File: src/twi_defines.svh
// Timing and layout constants for the two-wire bus engine.
// Assumes a 10 MHz core clock; included by the package, whose include also gives the engine its macros.
`ifndef TWI_DEFINES_SVH
`define TWI_DEFINES_SVH
`define TWI_CLK_HZ 10000000
`define TWI_HALF_NS 2500
`define TWI_HALF_CYC ((`TWI_HALF_NS * (`TWI_CLK_HZ / 1000000)) / 1000)
`define TWI_BITS_PER_BYTE 8
`define TWI_ACK_BIT 8
`endif

File: src/twi_pkg.sv
// Types shared by the two-wire bus engine.
// Assumes twi_defines.svh is on the include path.
`include "twi_defines.svh"
package twi_pkg;
   typedef enum logic [3:0] {
      ST_IDLE = 4'h0,
      ST_START = 4'h1,
      ST_LOW = 4'h2,
      ST_HIGH = 4'h3,
      ST_STOP1 = 4'h4,
      ST_STOP2 = 4'h5,
      ST_RSTART = 4'h6,
      ST_SLV = 4'h7
   } twi_state_t;
   typedef struct packed {
      logic start;
      logic stop;
      logic rd;
      logic ack;
      logic [7:0] data;
   } twi_cmd_t;
   typedef struct packed {
      logic done;
      logic nack;
      logic lost;
      logic busy;
      logic [7:0] data;
   } twi_rsp_t;
   typedef struct packed {
      logic [2:0] scl_s;
      logic [2:0] sda_s;
      logic scl_f;
      logic sda_f;
      twi_state_t st;
      logic [15:0] cnt;
      logic [3:0] bit_n;
      logic [7:0] sh;
      logic scl_oe;
      logic sda_oe;
      logic own;
      logic rd;
      logic ack;
      logic stop_req;
      logic [1:0] slv_ph;
      logic slv_tx_drv;
      twi_rsp_t rsp;
   } twi_state_reg_t;
endpackage

File: src/twi_engine.sv
// Two-wire bus master engine with arbitration, clock stretching and bus watch.
// Assumes open-drain pins resolved outside; pins sampled on the core clock.
`timescale 1ns/1ns
`default_nettype none
module twi_engine
   import twi_pkg::*;
#(
   parameter int HALF_CYC = `TWI_HALF_CYC
)(
   input wire logic ref_clk_i,        // Core clock, 10 MHz.
   input wire logic rst_i,            // Asynchronous reset, active high.
   input wire logic scl_i,            // SCL level on the bus.
   output logic scl_o,                // SCL drive level, always low.
   output logic scl_oe_o,             // SCL pulled low while high.
   input wire logic sda_i,            // SDA level on the bus.
   output logic sda_o,                // SDA drive level, always low.
   output logic sda_oe_o,             // SDA pulled low while high.
   input wire logic cmd_valid_i,      // Byte command offered.
   input wire twi_cmd_t cmd_i,        // Byte command.
   output logic cmd_ready_o,          // Command taken this cycle, except in idle without start set or with SCL or SDA low.
   output twi_rsp_t rsp_o,            // Result of the last byte.
   output logic start_seen_o,         // Start seen on the bus, one pulse.
   output logic stop_seen_o           // Stop seen on the bus, one pulse.
);
   if (HALF_CYC < 2 || HALF_CYC > 65535)
   begin : g_chk
      $error("HALF_CYC out of range");
   end
   twi_state_reg_t q, d;
   logic scl_v, sda_v, scl_rise, scl_fall, start_ev, stop_ev;
   always_comb
   begin
      scl_v = (q.scl_s[1] == q.scl_s[2]) ? q.scl_s[1] : q.scl_f;
      sda_v = (q.sda_s[1] == q.sda_s[2]) ? q.sda_s[1] : q.sda_f;
      scl_rise = scl_v && !q.scl_f;
      scl_fall = !scl_v && q.scl_f;
      start_ev = q.scl_f && scl_v && q.sda_f && !sda_v;
      stop_ev = q.scl_f && scl_v && !q.sda_f && sda_v;
   end
   assign cmd_ready_o = cmd_valid_i && !q.rsp.busy &&
      (q.st == ST_IDLE || (q.st == ST_LOW && q.own && q.bit_n == 4'h0 && q.cnt == 16'h0));
   always_comb
   begin
      d = q;
      d.scl_s = {q.scl_s[1:0], scl_i};
      d.sda_s = {q.sda_s[1:0], sda_i};
      d.scl_f = scl_v;
      d.sda_f = sda_v;
      d.rsp.done = 1'b0;
      if (q.cnt != 16'h0)
         d.cnt = q.cnt - 16'h1;
      unique case (q.st)
         ST_IDLE, ST_SLV:
         begin
            if (stop_ev)
            begin
               d.st = ST_IDLE;
               d.sda_oe = 1'b0;
               d.slv_tx_drv = 1'b0;
            end
            if (cmd_ready_o && cmd_i.start && scl_v && sda_v)
            begin
               d.st = ST_START;
               d.sda_oe = 1'b1;
               d.cnt = 16'(HALF_CYC);
               d.sh = cmd_i.data;
               d.rd = 1'b0;
               d.ack = cmd_i.ack;
               d.stop_req = cmd_i.stop;
               d.rsp.busy = 1'b1;
               d.rsp.nack = 1'b0;
               d.rsp.lost = 1'b0;
            end
            else if (q.st == ST_SLV && scl_fall && q.sda_oe && q.slv_ph == 2'h1)
               d.sda_oe = 1'b0;
         end
         ST_START:
            if (q.cnt == 16'h0)
            begin
               d.scl_oe = 1'b1;
               d.own = 1'b1;
               d.st = ST_LOW;
               d.bit_n = 4'h0;
               d.cnt = 16'(HALF_CYC);
            end
         ST_RSTART:
            if (q.cnt == 16'h0)
            begin
               if (!q.scl_oe && scl_v)
               begin
                  d.sda_oe = 1'b1;
                  d.st = ST_START;
                  d.cnt = 16'(HALF_CYC);
               end
               else
               begin
                  d.sda_oe = 1'b0;
                  d.scl_oe = 1'b0;
                  d.cnt = 16'(HALF_CYC);
               end
            end
         ST_LOW:
         begin
            if (q.bit_n == 4'h0 && q.cnt == 16'h0 && q.rsp.busy == 1'b0)
            begin
               if (cmd_ready_o)
               begin
                  d.sh = cmd_i.data;
                  d.rd = cmd_i.rd;
                  d.ack = cmd_i.ack;
                  d.stop_req = cmd_i.stop;
                  d.rsp.busy = 1'b1;
                  d.rsp.nack = 1'b0;
                  d.cnt = 16'(HALF_CYC);
                  if (cmd_i.start)
                  begin
                     d.st = ST_RSTART;
                     d.sda_oe = 1'b0;
                     d.cnt = 16'(HALF_CYC);
                  end
               end
            end
            else if (q.cnt == 16'(HALF_CYC / 2) && q.rsp.busy)
            begin
               if (q.bit_n == 4'(`TWI_ACK_BIT))
                  d.sda_oe = q.rd && q.ack;
               else
                  d.sda_oe = !q.rd && !q.sh[7];
            end
            else if (q.cnt == 16'h0)
            begin
               d.scl_oe = 1'b0;
               d.st = ST_HIGH;
            end
         end
         ST_HIGH:
            // A zero count with SCL low means the line is still held low by someone else.
            if (scl_rise)
               d.cnt = 16'(HALF_CYC);
            else if ((scl_v && q.cnt == 16'h0) || (!scl_v && q.cnt != 16'h0))
            begin
               d.scl_oe = 1'b1;
               d.st = ST_LOW;
               d.cnt = 16'(HALF_CYC);
               d.bit_n = q.bit_n + 4'h1;
               if (q.bit_n == 4'(`TWI_ACK_BIT))
               begin
                  d.bit_n = 4'h0;
                  d.rsp.busy = 1'b0;
                  d.rsp.done = 1'b1;
                  d.rsp.data = q.sh;
                  d.rsp.nack = q.rd ? 1'b0 : sda_v;
                  if (q.stop_req || (!q.rd && sda_v))
                     d.st = ST_STOP1;
               end
               else
                  d.sh = {q.sh[6:0], q.rd ? sda_v : q.sh[7]};
            end
            else if (q.bit_n != 4'(`TWI_ACK_BIT) && !q.rd && q.sda_oe == 1'b0 &&
                     !sda_v && scl_v)
            begin
               d.st = ST_SLV;
               d.own = 1'b0;
               d.scl_oe = 1'b0;
               d.sda_oe = 1'b0;
               d.rsp.lost = 1'b1;
               d.rsp.busy = 1'b0;
               d.rsp.done = 1'b1;
               d.slv_ph = 2'h0;
            end
         ST_STOP1:
            if (q.cnt == 16'(HALF_CYC / 2))
               d.sda_oe = 1'b1;
            else if (q.cnt == 16'h0)
            begin
               d.scl_oe = 1'b0;
               d.st = ST_STOP2;
               d.cnt = 16'(HALF_CYC);
            end
         ST_STOP2:
            if (q.cnt == 16'h0 && scl_v)
            begin
               d.sda_oe = 1'b0;
               d.own = 1'b0;
               d.st = ST_IDLE;
            end
         default:
            d.st = ST_IDLE;
      endcase
      if (q.st == ST_SLV && q.slv_tx_drv && scl_fall)
         d.sda_oe = 1'b0;
   end
   always_ff @(posedge ref_clk_i or posedge rst_i)
   begin
      if (rst_i)
      begin
         q <= '0;
         q.scl_s <= 3'h7;
         q.sda_s <= 3'h7;
         q.scl_f <= 1'b1;
         q.sda_f <= 1'b1;
      end
      else
         q <= d;
   end
   assign scl_o = 1'b0;
   assign sda_o = 1'b0;
   assign scl_oe_o = q.scl_oe;
   assign sda_oe_o = q.sda_oe;
   assign rsp_o = q.rsp;
   assign start_seen_o = start_ev;
   assign stop_seen_o = stop_ev;

   a_sda_stable_high: assert property (@(posedge ref_clk_i) disable iff (rst_i)
      (q.st == ST_HIGH && $stable(q.st)) |-> $stable(q.sda_oe))
      else $error("SDA drive changed while clock released");
   a_lost_releases: assert property (@(posedge ref_clk_i) disable iff (rst_i)
      ($past(q.st) == ST_HIGH && q.st == ST_SLV) |-> (!q.sda_oe && !q.own && q.rsp.lost))
      else $error("Losing master kept driving SDA");
   a_lost_idle: assert property (@(posedge ref_clk_i) disable iff (rst_i)
      $rose(q.rsp.lost) |-> (q.st == ST_SLV && !q.sda_oe && !q.scl_oe))
      else $error("Lost arbitration without release");
   a_stop_order: assert property (@(posedge ref_clk_i) disable iff (rst_i)
      ($past(q.st) == ST_STOP2 && q.st == ST_IDLE) |-> (!q.sda_oe && scl_v))
      else $error("Stop released SDA with SCL low");
   a_nack_stop: assert property (@(posedge ref_clk_i) disable iff (rst_i)
      (q.rsp.done && q.rsp.nack) |-> (q.st == ST_STOP1))
      else $error("Missing acknowledge not followed by stop");
   a_start_pat: assert property (@(posedge ref_clk_i) disable iff (rst_i)
      ($past(q.st) == ST_IDLE && q.st == ST_START) |-> (q.sda_oe && !q.scl_oe))
      else $error("Start not driven with SCL released");
   a_byte_len: assert property (@(posedge ref_clk_i) disable iff (rst_i)
      q.bit_n <= 4'(`TWI_ACK_BIT))
      else $error("Bit counter beyond ninth clock");
   a_sda_in_low: assert property (@(posedge ref_clk_i) disable iff (rst_i)
      ($changed(q.sda_oe) && q.own && $past(q.st) inside {ST_LOW, ST_HIGH}) |->
      $past(q.scl_oe))
      else $error("SDA moved outside low phase");
endmodule
`default_nettype wire

File: config.mk
export PLATFORM = sky130hd
export DESIGN_NAME = twi_engine
export DESIGN_NICKNAME = d
export VERILOG_FILES = /design/src/twi_pkg.sv /design/src/twi_engine.sv
export VERILOG_INCLUDE_DIRS = /design/src
export SDC_FILE = /design/constraint.sdc
export NUM_CORES = 1
export LEC_CHECK = 0
export BUFFER_PORTS_ARGS = -buffer_cell sky130_fd_sc_hd__buf_4
export CAP_MARGIN = 20
export CORE_ASPECT_RATIO = 1.75
export CORE_MARGIN = 1.5
export CORE_UTILIZATION = 56
export CTS_BUF_LIST = sky130_fd_sc_hd__clkbuf_2 sky130_fd_sc_hd__clkbuf_4 sky130_fd_sc_hd__clkbuf_8
export DETAILED_ROUTE_END_ITERATION = 8
export PLACE_DENSITY = 0.8
export RECOVER_POWER = 50
export SETUP_SLACK_MARGIN = 0.1
export SYNTH_ARGS = -nofsm -noshare
export SYNTH_HDL_FRONTEND = slang
export SYNTH_SLANG_ARGS = --single-unit
File: constraint.sdc
create_clock -name ref_clk_i -period 4.5 [get_ports ref_clk_i]
set_input_delay 0.675 -clock ref_clk_i [delete_from_list [all_inputs] [get_ports ref_clk_i]]
set_output_delay 0.675 -clock ref_clk_i [all_outputs]
set_load 0.01 [all_outputs]
======== Word level (Yosys, flattened, before mapping) ========
Index checks and enable logic that the tools add are counted.
cells by class
  bitwise logic cells ..................... 3
  $add $sub $neg .......................... 2
  reduce and logical (&&, ||, !) cells .... 61
  muxes and demuxes ....................... 82
  eq/ne operators ......................... 39
operators with widths
  cell                   count
  $mux 20                6
  $pmux 16 s6            1
  $mux 16                3
  $mux 4                 11
  $mux 8                 5
  $ne 2x2->1 const B     18
  $mux 1                 30
  $mux 28                1
  $pmux 4 s7             1
  $logic_and 1x1->1      27
  $mux 24                1
  $pmux 8 s3             1
  $reduce_and 7->1       3
  $mux 3                 6
  $ne 3x3->1 const B     6
  $eq 16x4->1 const B    1
  $eq 4x3->1 const B     4
  $logic_not 16->1       1
  $reduce_bool 16->1     1
  $sub 16x1->16 const B  1
  $mux 15                1
  $reduce_and 13->1      1
  $mux 12                1
  $reduce_and 4->1       3
  29 further kinds       53
storage, ports and cells
  word-level logic and storage cells ...... 206
  flip-flop bits (word level) ............. 58
  input bits .............................. 17

======== Depth between registers and ports, before layout ========
  word-level depth ........................ 11
  gate-level depth with buffers ........... 13
  depth with buffers taken out ............ 11

======== Least setup slack after synthesis ========
Ideal clock, no wire load.
  kind .................................... register to register
  from .................................... register q[33] in the netlist's numbering
  to ...................................... register q, in the netlist sda_oe_o
  arrival ................................. 2.837 ns
  slack ................................... 1.536 ns
  cell stages (with the launch flop) ...... 13
  period minus slack after synthesis ...... 2.964 ns
  library setup time ...................... 0.128 ns
  cells stage by stage .................... dfrtp_1 inv_1 ha_1 nor4b_2 and4_1 buf_6 ha_1 clkbuf_1 nand2_1 or4_1 a22oi_1 o221ai_1 mux2_1
on the way
  word-level cells in the longest chain between the ends .. 9
  elaborated cells on any way between the ends .. 27
  those cells by class .................... eq/ne (9); mux (3); reduce/logical (15)
RTL lines
  item                                                              RTL line          text
  start: declaration                                                twi_engine.sv:29  twi_state_reg_t q, d;
  $logic_not 16->1                                                  -
  $logic_and 1x1->1                                                 twi_engine.sv:41  (q.st == ST_IDLE || (q.st == ST_LOW && q.own && q.bit_n == 4'h0 && q.cnt == 16'h0));
  $logic_or 1x1->1                                                  twi_engine.sv:41
  $logic_and 1x1->1                                                 twi_engine.sv:40  assign cmd_ready_o = cmd_valid_i && !q.rsp.busy &&
  $logic_and 1x1->1 (3 in series)                                   twi_engine.sv:61  if (cmd_ready_o && cmd_i.start && scl_v && sda_v)
  $ne 3x3->1 (no source line) or $mux 1 (tied branches)             -
  $reduce_and 11->1 (no source line) or $pmux 1 s6 (tied branches)  -
Parallel ways exist; a longest one is shown, timed or not.
A chain may end at the register's enable or synchronous reset.

======== Worst setup path after layout ========
Ends and elaborated chain as after synthesis.

==> load_flow_metrics.sql <==
INSERT INTO impl_metrics (metric_group, metric, value, unit) VALUES
('placed_design', 'portBuffers', '33', ''),
('layout', 'flow.area_growth_from_synthesis', '12.2', '%'),
('timing', 'setup_viol', '0', ''),
('synth', 'postSynth.topFlopCell', 'sky130_fd_sc_hd__dfrtp_1', ''),
('grt', 'grt_start_max_net_pins', '37', ''),
('grt', 'gr_util_met3', '7.05', '%'),
('layout', 'multiInputGateArea', '1680', 'sq um'),
('route', 'remaining_drcs', '0', ''),
('synth', 'synth-seq-cells', '57', ''),
('clock_tree', 'cts-hold-fix-buffers', '0', ''),
('clock_tree', 'cts_root_buf', 'sky130_fd_sc_hd__clkbuf_8', ''),
('clock_tree', 'clk_pin_slew', '0.07', 'ns'),
('timing', 'finalHoldViolations', '0', ''),
('clock_tree', 'htree_num_levels', '3', ''),
('grt', 'global_route_wire_length_before_repair', '13100', 'um'),
('grt', 'grt_use_met1', '29.5', '%'),
('floorplan', 'std_cell_rows', '37', ''),
('synth', 'synth_largest_type_area_fraction', '36.9', '%'),
('worst_hold_path', 'worstHoldPathType', 'register to register', ''),
('clock_tree', 'cts.path.max_buffers', '2', ''),
('grt', 'globalRouteTotalUtil', '27.7', '%'),
('floorplan', 'core', '5790', 'sq um'),
('layout', 'seq_area', '1440', 'sq um'),
('timing', 'setup_repair_after_global_routing_missed_its_margin', 'no', ''),
('status', 'violations', 'max-capacitance violations, max-slew violations', ''),
('grt', 'antenna_violations_before_repair', '0', ''),
('route', 'antenna_violating_nets_post_route', '0', ''),
('timing', 'setup_ws', '0.943', 'ns'),
('power_and_ir_drop', 'sequential_share_of_power', '47.7', '%'),
('synth', 'yosys_warnings', '0', ''),
('grt', 'gr-usage-met2', '46.2', '%'),
('timing', 'layout_min_cycle_time', '3.56', 'ns'),
('synth', 'post_synth_num_cell_types', '69', ''),
('floorplan', 'die_h', '105', 'um'),
('synth', 'post_synth_inst_count', '354', ''),
('synth', 'yosys.cell_count.top_type', 'sky130_fd_sc_hd__dfrtp_1', ''),
('worst_setup_path', 'critical_path.startpoint_type', 'register', ''),
('floorplan', 'dieArea', '6420', 'sq um'),
('timing', 'timing.final.crit_share', '79.0', '%'),
('layout', 'fillers', '500', ''),
('synth', 'synth.top_cells.by_area', 'sky130_fd_sc_hd__dfrtp_1 37%, sky130_fd_sc_hd__dfstp_2 6.3%, sky130_fd_sc_hd__nor2_1 4.7%, sky130_fd_sc_hd__a21oi_1 4.4%, sky130_fd_sc_hd__mux2_2 3.7%', ''),
('synth', 'synth.cells.most_frequent', '49 x sky130_fd_sc_hd__dfrtp_1, 42 x sky130_fd_sc_hd__nor2_1, 29 x sky130_fd_sc_hd__a21oi_1', ''),
('synth', 'synth.cell_area', '3320', 'sq um'),
('grt', 'grt_pass1_vias', '2766', ''),
('route', 'post_drt_wl_per_cell', '17.4', 'um'),
('route', 'first_pass_iters', '4', ''),
('status', 'run_status', 'finished, violations left', ''),
('power_and_ir_drop', 'power.ir.vdd_worst', '0.000239', 'V'),
('worst_setup_path', 'cp_data_required_time', '4.73', 'ns'),
('placed_design', 'dp_hpwl', '5980', 'um'),
('placed_design', 'place_congestion', '0.938', ''),
('layout', 'antenna-diode-count', '0', ''),
('synth', 'synth_edf_count', '0', ''),
('synth', 'synth-async-reset-ratio', '100', '%'),
('clock_tree', 'cts_post_setup_buffers_inserted', '0', ''),
('grt', 'gr-total-overflow', '0', ''),
('worst_setup_path', 'crit_fanout', '17', ''),
('synth', 'postSynthAreaPerCell', '9.38', 'sq um'),
('power_and_ir_drop', 'power.share.switching', '22.4', '%'),
('route', 'postRouteWirelength', '7920', 'um'),
('timing', 'timing.clock.skew', '0.00753', 'ns'),
('floorplan', 'die-width', '61.2', 'um'),
('floorplan', 'pin_count', '36', ''),
('route', 'drt_iter0_markers', '249', ''),
('job', 'max-cap-violations', '1', ''),
('timing', 'slew_viol_final', '37', ''),
('route', 'vias', '2693', ''),
('floorplan', 'start_util', '57.4', '%'),
('synth', 'ys_seq_area_share', '43.2', '%'),
('timing', 'worstMarginPinSlew', '1.86', 'ns'),
('power_and_ir_drop', 'p_switching', '246', 'uW');
kinds of logic after synthesis:
family / after synthesis / share of synthesized area (%)
AOI/OAI and AO/OA: 83 / 16.2
xor gates and xnor gates: 13 / 3.43
adders and majority gates: 8 / 2.90
buffers and inverters: 40 / 6.40
DFF: 57 / 43.2
muxes: 14 / 4.82
other: 1 / 0.113
and+or+nand+nor: 138 / 22.9
cells in the final DEF, fill, tap and decap left out, types with 11 or more instances in the layout:
| cell | n |
|---|---|
| sky130_fd_sc_hd__dfrtp_1 | 49 |
| sky130_fd_sc_hd__nor2_1 | 42 |
| sky130_fd_sc_hd__buf_4 | 30 |
| sky130_fd_sc_hd__a21oi_1 | 29 |
| sky130_fd_sc_hd__nand2_1 | 21 |
| sky130_fd_sc_hd__o21ai_0 | 15 |
| sky130_fd_sc_hd__nand3_1 | 13 |
| sky130_fd_sc_hd__inv_1 | 11 |
| sky130_fd_sc_hd__mux2_2 | 11 |
| sky130_fd_sc_hd__nor3_1 | 11 |
per-layer routing:
layer	vias up	share of wire (%)
li1	1290	-
met1	1301	38
met2	79	55
met3	23	3.4
met4	0	4.0
met5	-	0
path summary, 6_finish.rpt:
path / from / to / slack, ns / depth (start not counted)
max: q[33]$_DFF_PP0_ / sda_oe_o$_DFFE_PP0P_ / 0.94 / 10
max in group asynchronous: rst_i / q[34]$_DFF_PP0_ / 1.81 / 3
max reg2reg: q[33]$_DFF_PP0_ / sda_oe_o$_DFFE_PP0P_ / 0.94 / 10
min in group asynchronous: rst_i / rsp_o[9]$_DFFE_PP0P_ / 0.49 / 2
min reg2reg: d[59]$_DFF_PP1_ / d[60]$_DFF_PP1_ / 0.36 / 0
min: d[59]$_DFF_PP1_ / d[60]$_DFF_PP1_ / 0.36 / 0
worst max-delay path, stage by stage (launching register included):
cell and delay [ns]:
sky130_fd_sc_hd__dfrtp_1 0.41, sky130_fd_sc_hd__inv_1 0.10, sky130_fd_sc_hd__ha_1 0.17, sky130_fd_sc_hd__nor4b_2 0.37, sky130_fd_sc_hd__and4_1 0.44, sky130_fd_sc_hd__ha_1 0.51, sky130_fd_sc_hd__nand2_1 0.16, sky130_fd_sc_hd__or4_1 0.58
sky130_fd_sc_hd__a22oi_1 0.23, sky130_fd_sc_hd__o221ai_1 0.15, sky130_fd_sc_hd__mux2_1 0.33
layout make-up:
type                            instances  area share [%]
Timing Repair Buffer                   34            6.74
Multi-Input combinational cell        258            44.9
Inverter                               13            1.31
Clock buffer                            9            3.32
Sequential cell                        57            38.5
Tap cell                               78            2.62
Clock inverter                          7            2.55
power groups by stage:
stage	logic [mW]	registers, mW	clock network, mW
3_5_place_dp	0.0527	0.533	0
6_report	0.0515	0.523	0.522
2_1_floorplan	0.0323	0.532	0
3_3_place_gp	0.0515	0.533	0
4_1_cts	0.0527	0.524	0.535
5_1_grt	0.0581	0.524	0.558
registers in the layout, summed over array words and instances (netlist names):
name and cells:
q 39, rsp_o 12, d 4, scl_oe_o 1, sda_oe_o 1
stage by stage:
| stage | cells | cell area (sq um) | utilization [%] | power (mW) | hold WS, ns |
|---|---|---|---|---|---|
| floorplan | 355 | 3330 | - | 0.565 | 0.345 |
| global placement | 440 | 3510 | 60.7 | 0.584 | 0.346 |
| detailed placement | 440 | 3510 | 60.7 | 0.586 | 0.349 |
| CTS | 456 | 3730 | 64.5 | 1.11 | 0.333 |
| global route | 456 | 3730 | 64.4 | 1.14 | 0.368 |
| finish | 456 | 3730 | 64.4 | 1.10 | 0.364 |
Power figures use the tool's default switching activity.
